**src/rtl/spc_cfg.svh**
```systemverilog
// Constants for the self-programming flash control block.
`ifndef SPC_CFG_SVH
`define SPC_CFG_SVH
`define SPC_CSR_IO_ADDR 6'h37
`define SPC_CSR_DATA_ADDR 8'h57
`define SPC_CSR_RESET 8'h00
`define SPC_BIT_IRQ_EN 7
`define SPC_BIT_BUSY 6
`define SPC_BIT_SIG 5
`define SPC_BIT_RRE 4
`define SPC_BIT_LOCK 3
`define SPC_BIT_PGWR 2
`define SPC_BIT_PGER 1
`define SPC_BIT_OPEN 0
`define SPC_CMD_FILL 5'h01
`define SPC_CMD_ERASE 5'h03
`define SPC_CMD_WRITE 5'h05
`define SPC_CMD_LOCK 5'h09
`define SPC_CMD_RRE 5'h11
`define SPC_STORE_WIN 3'h4
`define SPC_LOAD_WIN 3'h3
`define SPC_RWW_LAST 15'h6FFF
`define SPC_FLASH_LAST 15'h7FFF
`define SPC_RWW_PAGES 224
`define SPC_HALT_PAGES 32
`define SPC_PAGE_WORDS 128
`define SPC_BOOT_11 15'h7E00
`define SPC_BOOT_10 15'h7C00
`define SPC_BOOT_01 15'h7800
`define SPC_BOOT_00 15'h7000
`define SPC_PROG_TIME_US 4500
`define SPC_CLK_MHZ 25
`define SPC_PROG_CYCLES (`SPC_PROG_TIME_US * `SPC_CLK_MHZ)
`endif

```
**src/rtl/spc_pkg.sv**
```systemverilog
// Types shared by the self-programming flash control block.
package spc_pkg;
    // Store-program request from the core.
    typedef struct packed {
        logic valid;
        logic [15:0] ptr;
        logic [15:0] data;
    } spc_store_t;
    // Flash array command toward the flash macro.
    typedef struct packed {
        logic fill;
        logic erase;
        logic write;
        logic lock;
        logic discard;
        logic [8:0] page;
        logic [6:0] word;
        logic [15:0] data;
    } spc_flash_cmd_t;
    // Busy-interval states.
    typedef enum logic [1:0] {
        SPC_IDLE = 2'b00,
        SPC_ARMED = 2'b01,
        SPC_PROG = 2'b10
    } spc_state_t;
endpackage

```
**src/rtl/spc_timer.sv**
```systemverilog
// Down-counter used for arming windows and the programming interval.
`timescale 1ns/1ps
module spc_timer #(
    parameter int W = 20
) (
    input wire logic clk,
    input wire logic resetn,
    input wire logic load,
    input wire logic clear,
    input wire logic [W-1:0] value,
    output logic running,
    output logic expire
);
    // Remaining cycles; zero means stopped.
    logic [W-1:0] count;

    // Expiry is the last cycle of a running count.
    assign running = (count != '0);
    assign expire = (count == {{(W-1){1'b0}}, 1'b1}) && !load && !clear;

    // Load wins over clear so a fresh command is never lost.
    always_ff @(posedge clk or negedge resetn)
    begin
        if (!resetn)
            count <= '0;
        else if (load)
            count <= value;
        else if (clear)
            count <= '0;
        else if (count != '0)
            count <= count - {{(W-1){1'b0}}, 1'b1};
    end
endmodule // spc_timer

```
**src/rtl/spc_ctrl.sv**
```systemverilog
// Self-programming control register and command sequencer.
// How it works
// Boot-size field picks boot start address.
// Low 224 pages readable, top 32 halting.
// 15-bit counter, 128-word pages.
// Page number from pointer bits 15:7.
// Pointer bits 7:1 select buffer word.
// Pointer bit 0 is load byte select.
// Ready interrupt while enabled and idle.
// Erase/write to readable region sets busy.
// Busy refuses readable region access.
// Re-enable after completion clears busy.
// Buffer load clears busy.
// Signature read serves load within three.
// Store during signature window does nothing.
// Re-enable store within four cycles.
// No re-enable while operation busy.
// Re-enable during load discards buffer.
// Software waits for enable bit zero.
// Only halting region fetches during programming.
// Software polls, masks interrupts, then stores.
// Software erases, fills, writes, re-enables.
// Software repeats re-enable until not busy.
// Register at 0x37, resets zero, busy read-only.
// Enable arms four cycles; alone fills buffer.
// Erase/write page, halt core if halting.
// Lock-set programs boot locks from low data.
// Unrecognised command patterns are ignored.
// Timer models erase/write busy interval.
// Down-counters track arming windows.
`timescale 1ns/1ps
`include "spc_cfg.svh"
module spc_ctrl
    import spc_pkg::*;
#(
    parameter int PROG_CYCLES = `SPC_PROG_CYCLES
) (
    input wire logic clk,
    input wire logic resetn,
    input wire logic [5:0] io_addr,
    input wire logic io_wr,
    input wire logic [7:0] io_wdata,
    output logic [7:0] io_rdata,
    input wire spc_store_t store,
    input wire logic load_req,
    input wire logic [15:0] load_ptr,
    input wire logic [7:0] sig_byte,
    output logic [7:0] sig_addr,
    output logic sig_hit,
    output logic [7:0] load_data,
    input wire logic global_irq_en,
    input wire logic [1:0] boot_size_field,
    input wire logic [14:0] fetch_pc,
    input wire logic flash_done,
    output spc_flash_cmd_t flash_cmd,
    output logic [7:0] lock_data,
    output logic [14:0] boot_start,
    output logic fetch_allowed,
    output logic rww_access_ok,
    output logic core_halt,
    output logic ready_irq
);
    // ==========================================================
    // Register fields
    // ==========================================================
    logic ready_irq_enable; // Interrupt enable bit.
    logic region_busy; // Readable region blocked.
    logic [4:0] cmd_bits; // Latched command of the low five bits.
    logic signature_read; // Signature read armed.
    logic prog_halting; // Current program targets halting region.
    logic filling; // Temporary buffer holds loaded words.
    spc_state_t state; // Sequencer state.
    spc_state_t next_state;

    // ==========================================================
    // Decode
    // ==========================================================
    wire csr_wr = io_wr && (io_addr == `SPC_CSR_IO_ADDR);
    // The low five bits carry the command; the upper bits are flags.
    wire [4:0] wcmd = io_wdata[4:0];
    // Only the five known patterns are taken while idle.
    wire cmd_known = (wcmd == `SPC_CMD_FILL) || (wcmd == `SPC_CMD_ERASE)
        || (wcmd == `SPC_CMD_WRITE) || (wcmd == `SPC_CMD_LOCK)
        || (wcmd == `SPC_CMD_RRE);
    wire sig_cmd = io_wdata[`SPC_BIT_SIG] && io_wdata[`SPC_BIT_OPEN]
        && (wcmd == `SPC_CMD_FILL);
    // Sequencer views used by the decode below.
    wire idle = (state == SPC_IDLE);
    wire arm = csr_wr && idle && (cmd_known || sig_cmd);
    wire operation_enable = (state != SPC_IDLE);
    wire armed = (state == SPC_ARMED);
    wire [8:0] page = store.ptr[15:7];
    wire [6:0] word = store.ptr[7:1];
    // A page counts as readable-during-write when its first word lies
    // at or below the region's last word; pointer bit 0 drops out.
    wire target_rww = ({page, 7'h00} >> 1) <= {1'b0, `SPC_RWW_LAST};
    // A store only acts while armed; the signature window swallows it.
    wire st = store.valid && armed && !signature_read;
    // One decoded strobe per command, each a single-cycle pulse.
    wire do_fill = st && (cmd_bits == `SPC_CMD_FILL);
    wire do_erase = st && (cmd_bits == `SPC_CMD_ERASE);
    wire do_write = st && (cmd_bits == `SPC_CMD_WRITE);
    wire do_lock = st && (cmd_bits == `SPC_CMD_LOCK);
    wire do_rre = st && (cmd_bits == `SPC_CMD_RRE);
    wire do_prog = do_erase || do_write;
    // Re-enable written while words sit in the buffer throws them away.
    wire discard = csr_wr && io_wdata[`SPC_BIT_RRE] && filling;

    // ==========================================================
    // Timers
    // ==========================================================
    // Window and programming timer status.
    logic win_expire;
    logic prog_running;
    logic prog_expire;
    logic win_running;
    wire [2:0] win_len = sig_cmd ? `SPC_LOAD_WIN : `SPC_STORE_WIN;
    // Arming window restarts on every accepted command write.
    spc_timer #(.W(3)) u_win (
        .clk(clk),
        .resetn(resetn),
        .load(arm),
        .clear(st || (signature_read && load_req)),
        .value(win_len),
        .running(win_running),
        .expire(win_expire)
    );
    // Programming interval; a done strobe from flash ends it early.
    spc_timer #(.W(20)) u_prog (
        .clk(clk),
        .resetn(resetn),
        .load(do_prog),
        .clear(flash_done),
        .value(PROG_CYCLES[19:0]),
        .running(prog_running),
        .expire(prog_expire)
    );

    // ==========================================================
    // Sequencer
    // ==========================================================
    // Next-state choice; the window end drops the arm.
    // An unused window or a served load also returns to idle, so a
    // forgotten command never leaves the enable bit stuck high.
    always_comb
    begin
        next_state = state;
        unique case (state)
            SPC_IDLE:
                if (arm)
                    next_state = SPC_ARMED;
            SPC_ARMED:
                if (do_prog)
                    next_state = SPC_PROG;
                else if (st || win_expire || !win_running
                    || (signature_read && load_req))
                    next_state = SPC_IDLE;
            SPC_PROG:
                if (prog_expire || flash_done || !prog_running)
                    next_state = SPC_IDLE;
            default:
                next_state = SPC_IDLE;
        endcase
    end

    // State register.
    // The unused fourth code falls back to idle through the default.
    always_ff @(posedge clk or negedge resetn)
    begin
        if (!resetn)
            state <= SPC_IDLE;
        else
            state <= next_state;
    end

    // Command field latch; cleared on return to idle so reads show zero.
    always_ff @(posedge clk or negedge resetn)
    begin
        if (!resetn)
        begin
            cmd_bits <= 5'h00;
            signature_read <= 1'b0;
        end
        else if (arm)
        begin
            cmd_bits <= wcmd;
            signature_read <= sig_cmd;
        end
        else if (next_state == SPC_IDLE)
        begin
            cmd_bits <= 5'h00;
            signature_read <= 1'b0;
        end
    end

    // Interrupt enable is plain read/write at any time.
    always_ff @(posedge clk or negedge resetn)
    begin
        if (!resetn)
            ready_irq_enable <= 1'b0;
        else if (csr_wr)
            ready_irq_enable <= io_wdata[`SPC_BIT_IRQ_EN];
    end

    // Busy flag: set on programming start in the readable region wins over any clear.
    // Clearing needs a store, so it can only follow a finished operation.
    always_ff @(posedge clk or negedge resetn)
    begin
        if (!resetn)
            region_busy <= 1'b0;
        else if (do_prog && target_rww)
            region_busy <= 1'b1;
        else if (do_rre || do_fill)
            region_busy <= 1'b0;
    end

    // Halting target and buffer occupancy tracking.
    // The halting flag is only read while programming, so it may go stale.
    always_ff @(posedge clk or negedge resetn)
    begin
        if (!resetn)
        begin
            prog_halting <= 1'b0;
            filling <= 1'b0;
        end
        else
        begin
            if (do_prog)
                prog_halting <= !target_rww;
            if (do_fill)
                filling <= 1'b1;
            else if (discard || do_write)
                filling <= 1'b0;
        end
    end

    // ==========================================================
    // Flash command and load outputs
    // ==========================================================
    // Commands registered so data outputs come from flip-flops.
    // Page, word and data follow the store every cycle; only the strobes
    // say whether they matter, which saves an enable on the wide fields.
    always_ff @(posedge clk or negedge resetn)
    begin
        if (!resetn)
        begin
            flash_cmd <= '0;
            lock_data <= 8'h00;
        end
        else
        begin
            flash_cmd.fill <= do_fill;
            flash_cmd.erase <= do_erase;
            flash_cmd.write <= do_write;
            flash_cmd.lock <= do_lock;
            flash_cmd.discard <= discard;
            flash_cmd.page <= page;
            flash_cmd.word <= word;
            flash_cmd.data <= store.data;
            if (do_lock)
                lock_data <= store.data[7:0];
        end
    end

    // Signature load: pointer bit 0 is the byte select, kept whole.
    // The byte is captured so the core sees it one cycle after its load.
    always_ff @(posedge clk or negedge resetn)
    begin
        if (!resetn)
        begin
            load_data <= 8'h00;
            sig_hit <= 1'b0;
        end
        else
        begin
            sig_hit <= signature_read && armed && load_req;
            if (signature_read && armed && load_req)
                load_data <= sig_byte;
        end
    end
    assign sig_addr = load_ptr[7:0];

    // ==========================================================
    // Status, access and interrupt
    // ==========================================================
    // Command bit 0 is shown as the live enable, not the latched bit.
    assign io_rdata = {ready_irq_enable, region_busy, signature_read,
        cmd_bits[4:1], operation_enable};
    // Boot start from the fuse field.
    assign boot_start = (boot_size_field == 2'b11) ? `SPC_BOOT_11 :
        (boot_size_field == 2'b10) ? `SPC_BOOT_10 :
        (boot_size_field == 2'b01) ? `SPC_BOOT_01 : `SPC_BOOT_00;
    wire fetch_in_rww = (fetch_pc <= `SPC_RWW_LAST);
    wire programming = (state == SPC_PROG);
    // Busy alone gates data access; programming also fences fetches.
    assign rww_access_ok = !region_busy;
    assign fetch_allowed = !(programming || region_busy)
        || !fetch_in_rww;
    // The core stops only for programming of the halting region.
    assign core_halt = programming && prog_halting;
    // The request is a level that the core's interrupt logic samples.
    assign ready_irq = ready_irq_enable && global_irq_en
        && !operation_enable;
endmodule // spc_ctrl

```
**config.mk**
```make
export PLATFORM = sky130hd
export DESIGN_NAME = spc_ctrl
export DESIGN_NICKNAME = d
export VERILOG_FILES = /design/src/rtl/spc_pkg.sv /design/src/rtl/spc_timer.sv /design/src/rtl/spc_ctrl.sv
export VERILOG_INCLUDE_DIRS = /design/src /design/src/rtl
export SDC_FILE = /design/constraint.sdc
export NUM_CORES = 1
export LEC_CHECK = 0
export CAP_MARGIN = 25
export CORE_MARGIN = 2
export CORE_UTILIZATION = 55
export CTS_BUF_LIST = sky130_fd_sc_hd__clkbuf_8
export DETAILED_ROUTE_END_ITERATION = 7
export DONT_BUFFER_PORTS = 1
export PLACE_DENSITY = 0.71
export RECOVER_POWER = 100
export SLEW_MARGIN = 20
export SYNTH_ARGS = -nofsm -noshare
export SYNTH_HDL_FRONTEND = slang
export SYNTH_HIERARCHICAL = 1
export SYNTH_SLANG_ARGS = --single-unit
```
**constraint.sdc**
```tcl
create_clock -name clk -period 2.5 [get_ports clk]
set_clock_uncertainty 0.2 [all_clocks]
set_input_delay 0.25 -clock clk [delete_from_list [all_inputs] [get_ports clk]]
set_output_delay 0.25 -clock clk [all_outputs]
set_load 0.1 [all_outputs]
```
# Word level (Yosys, flattened, before mapping)
# Cells that the tools add are included.
[word_totals]
reg_bits = 89
in_bits = 94
out_inout_bits = 89
word_cells = 128
[op_classes]
n_addsub = 2
magnitude_cmp = 2
n_eq_ne = 18
muxes = 23
reduce_logical = 63
[op_table]
columns = ["cell", "n"]
rows = [
  ["$mux W20", 3],
  ["$mux W12", 3],
  ["$le A15 B15 Y1 const B", 2],
  ["$logic_and A1 B1 Y1", 25],
  ["$eq A20 B1 Y1 const B", 1],
  ["$reduce_bool A20 Y1", 1],
  ["$sub A20 B1 Y20 const B", 1],
  ["$logic_or A1 B1 Y1", 16],
  ["$logic_not A1 Y1", 12],
  ["$mux W3", 4],
  ["$eq A5 B1 Y1 const B", 2],
  ["$eq A5 B2 Y1 const B", 2],
  ["$eq A5 B3 Y1 const B", 2],
  ["$eq A5 B4 Y1 const B", 2],
  ["$eq A5 B5 Y1 const B", 2],
  ["$mux W5", 2],
  ["$reduce_bool A3 Y1", 3],
  ["$mux W2", 4],
  ["$reduce_bool A2 Y1", 4],
  ["$eq A2 B2 Y1 const B", 3],
  ["$eq A6 B6 Y1 const B", 1],
  ["$mux W1", 6],
  ["$pmux W2 S3", 1],
  ["$eq A2 B1 Y1 const B", 2],
  ["other kinds (3)", 4],
]

# Depth between registers and ports, before layout
[logic_depth]
word_depth = 19
ltp_mapped = 11
ltp_nobuf = 9

# By module
# The synthesis kept the hierarchy.
[by_module_without_submodules]
columns = ["module", "n_inst", "cells_per_inst", "area_per_inst_um2", "seq_area_each_um2"]
rows = [
  ["spc_ctrl", 1, 172, 2459.9, 1626.6],
  ["spc_timer at u_prog", 1, 142, 1255.0, 500.5],
  ["spc_timer at u_win", 1, 20, 202.7, 75.1],
]

# Least setup slack after synthesis
# OpenSTA, ideal clock, no wires.
[synth_timing]
path_kind = "reg2out"
startpoint = "register state[1]"
endpoint = "output fetch_allowed"
arrival_time_ns = 2.626
required_time_ns = 2.050
setup_slack_ns = -0.576
stages_incl_launch_ff = 3
n_path_buf = 0
cell_sequence = "dfrtp_1 > nor2b_1 > o21ai_0"
[synth_via]
elab_chain_cells = 4
[synth_lines]
columns = ["element", "line", "rtl"]
rows = [
  ["from (decl)", "spc_ctrl.sv:72", "spc_state_t state;"],
  ["from (signal assigned)", "spc_ctrl.sv:173", "state <= next_state;"],
  ["$eq A2 B2 Y1", "spc_ctrl.sv:294", "wire programming = (state == SPC_PROG);"],
  ["$logic_or A1 B1 Y1", "spc_ctrl.sv:297", "assign fetch_allowed = !(programming || region_busy)"],
  ["$logic_not A1 Y1", "spc_ctrl.sv:297", ""],
  ["$logic_or A1 B1 Y1", "spc_ctrl.sv:298", "|| !fetch_in_rww;"],
  ["to (decl)", "spc_ctrl.sv:58", "output logic fetch_allowed,"],
]
# Every way passes these cells.

# Worst setup path after layout
[layout_timing]
startpoint = "register u_prog.count[1]"
endpoint = "register u_prog.count[18]"
[layout_via]
elab_chain_cells = 4
elab_cells_between_ends = 6
classes_between = "add/sub: 1; mux: 3; reduce/logical: 2"
[layout_lines]
columns = ["element", "line", "rtl"]
rows = [
  ["from (decl)", "spc_timer.sv:15", "logic [W-1:0] count;"],
  ["from (signal assigned)", "spc_timer.sv:27", "count <= value;"],
  ["from (signal assigned)", "spc_timer.sv:31", "count <= count - {{(W-1){1'b0}}, 1'b1};"],
  ["$sub A20 B1 Y20", "spc_timer.sv:31", ""],
  ["$mux W20", "spc_timer.sv:30", "else if (count != '0)"],
  ["$mux W20", "spc_timer.sv:28", "else if (clear)"],
  ["$mux W20", "spc_timer.sv:26", "else if (load)"],
]
# Several ways; a longest one is shown, not always the timed one. The select of a mux whose other input is x is not followed.
# A chain may end at the register's enable or synchronous reset.

==> metrics.cfg <==
[timing]
setup_ws_ps = 81.2
slew_viol_final = 0
rsz0062_at_grt = true
fin_tns_setup_ps = 0
relSlewSlack_pct = 0.219
tightest_slew_ps = 1500
max_freq_mhz = 413
setup_viol_count_final = 0
timing.final.crit_period_ps = 2420
post-route-period-util_pct = 96.8
hold_violations = 0

[grt]
gr-total-overflow = 0
first_global_vias = 2844
track_usage_pct = 23.8
antenna_found_initial = 0
grt_max_degree = 89
grt_pass1_wl_um = 14000

[power_and_ir_drop]
sw_frac_of_total_pct = 38.5
power_density_mw_per_mm2 = 952
p_leak_nw = 2.33
seqPwrFrac_pct = 43.6
p_int_w = 0.00279
p_sw_w = 0.00175
clkPwrFrac_pct = 20.6
vdd_drop_max_mv = 0.601
combinationalPowerShare_pct = 35.8

[detailed_routing]
drc = 0
drt_iter0_drc = 182
viasPerCell = 5.31
ant_nets = 0
totalWireLength_um = 8730
routedWlPerCell_um = 16.9
first_pass_iters = 4
vias = 2751

[synthesis]
syn_area_mm2 = 0.00392
netlist_top_cells_area = dfrtp_1 56%, buf_4 5.6%, mux2_4 3.1%, mux2_2 2.9%, ha_1 1.9%
yosys_warnings = 6
synth_seq_cells = 88
synth-edff-count = 0
synth_top_flop_cell = dfrtp_1
synth_largest_area_cell = dfrtp_1
yosysSeqAreaShare_pct = 56.2
async_reset_ff_share_pct = 100
syn_avg_cell_area_um2 = 11.7
synth_cells = 334
synth_top_area_share_pct = 56.2
ys_types = 52

[floorplan]
die_area_mm2 = 0.00781
initial_utilization_pct = 57.3
die-width_um = 88.4
die_y_um = 88.4
ios = 183
core-area_mm2 = 0.00683
rows = 30

[worst_setup_path]
crit_path_start_kind = flop
critPathTopFamily = simple AND/OR/NAND/NOR gates
r2r_cells = 7
critical_path.slowest_cell = or4b_4
critPathBufInv = 1
timing.rr.start = u_prog/count[1]
reg2reg_to = u_prog/count[18]
cp_data_arrival_time_ps = 2510
critPathMaxFanout = 4
worstSetupPathType = reg2reg
end_kind = flop
cp.required_ps = 2590
r2r_slack_ps = 80
critPathMaxStageDelay_ps = 460
path_cells = inv_2, ha_2, or4b_4, or4_1, or3_1, a21oi_1, o21a_1
worst-path-stages = 7

[place]
io_buffers = 0
post-dp-hpwl_um = 5750
routabilityCongestion = 0.850
dp_slack_ps = 55.7

[layout]
layout-drive-gt1-share_pct = 16.6
fin_util_pct = 69.8
antenna_cells = 0
design.final.nets = 517
area_delta_synth_final_pct = 21.7

[clock_tree]
clkLatencyLatePin_ps = 350
cts_max_level = 3
cts.sinks = 88
cts_tree = done
clk_path_buf_depth = 2
cts-root-buf = clkbuf_8
cts.clk_slew.worst_paths_ps = 80
cts_made_buffers = 9

[min_path]
worstHoldEndpoint = flash_cmd[32]
hold_class = in2reg
holdPathStages = 3
hold_start = io_addr[3]

[run_status]
outcome = finished, final reports clean

[job]
cap_violations = 0

[placed cells by master, fill, tap and decap left out, types with 9 or more instances in the layout]
cell	netlist	final
dfrtp_1	88	87
dlygate4sd3_1	0	48
conb_1	2	36
nor2_1	19	19
nand2_1	17	17
buf_4	29	16
inv_1	13	14
o21ai_0	11	11
a21oi_1	11	11
mux2_2	10	10
clkbuf_8	0	9
[what timing repair did]
action                     CTS  global route
hold buffers                47             2
setup endpoints to repair    0             9
gates resized for setup      0             3
buffers inserted             0             0
hold endpoints to repair   147            88
[worst register-to-register path, cell delays in order, from the launching register on]
cell and delay (ps):
dfrtp_1 400, inv_2 90, ha_2 200, or4b_4 460
or4_1 420, or3_1 310, a21oi_1 160, o21a_1 120
[metrics by stage]
stage	instance area (um^2)	power (W)	std cells	hold WS [ps]
after floorplan	4060	0.00319	368	-246
after global placement	4140	0.00347	453	-244
after detailed placement	4140	0.00351	453	-244
after CTS	4790	0.00452	516	-631
after global routing	4770	0.00484	518	73.4
final	4770	0.00454	518	73.6
[how the worst max path moves through the flow]
| stage | to | from |
|---|---|---|
| 5_1_grt | u_prog/count[18] | u_prog/count[0] |
| 3_5_place_dp | u_prog/count[18] | u_prog/count[1] |
| 4_1_cts | u_prog/count[18] | u_prog/count[1] |
| 3_3_place_gp | u_prog/count[18] | u_prog/count[1] |
| 2_1_floorplan | signature_read | signature_read |
| 6_report | u_prog/count[18] | u_prog/count[1] |
[power by group through the flow]
stage          clock [W]  sequential, W  combinational (W)
2_1_floorplan          0        0.00197            0.00122
3_3_place_gp           0        0.00199            0.00148
3_5_place_dp           0        0.00200            0.00151
4_1_cts         0.000963        0.00198            0.00158
5_1_grt          0.00102        0.00201            0.00181
6_report        0.000936        0.00198            0.00162
[registers in the layout, summed over array words and instances (netlist names)]
| name | count |
|---|---|
| cmd_bits | 5 |
| filling | 1 |
| flash_cmd | 36 |
| load_data | 8 |
| lock_data | 8 |
| prog_halting | 1 |
| ready_irq_enable | 1 |
| region_busy | 1 |
| sig_hit | 1 |
| signature_read | 1 |
| state | 2 |
| u_prog/count | 20 |
| u_win/count | 3 |
[cells by family after synthesis]
logic type / after synthesis / share of synthesized area, %
other: 2 / 0.192
buffers and inverters: 52 / 8.18
multiplexers: 19 / 6.20
XOR/XNOR: 13 / 2.91
AO/OA/AOI/OAI: 55 / 9.87
flip-flops: 88 / 56.2
AND/OR/NAND/NOR: 99 / 14.5
adder cells (fa/ha/maj): 6 / 1.92
[final cells by class]
cell class | count | area [um^2]
flip-flops and latches | 88 | 2200
fillers | 531 | 2060
multi-input cells | 228 | 1540
repair buffers | 77 | 663
clock buffers | 9 | 124
well taps | 96 | 120
clock inverters | 7 | 63.8
inverters | 13 | 48.8
[cells in the mapped netlist (7+ instances only)]
| cell type | number |
|---|---|
| clkbuf_1 | 7 |
| nand2_1 | 17 |
| nand3_1 | 8 |
| buf_4 | 29 |
| a21oi_1 | 11 |
| mux2_2 | 10 |
| mux2_4 | 8 |
| o21ai_0 | 11 |
| nor4_1 | 8 |
| xnor2_1 | 7 |
| dfrtp_1 | 88 |
| nor2_1 | 19 |
| inv_1 | 13 |
[per-layer routing]
layer  routed length [um]  GRT usage [%]
met1                 3340           28.6
met4                  105           7.02
met3                  555           6.44
met5                    0              0
met2                 4730           42.0
No activity file was read; power rests on OpenSTA's default activity.
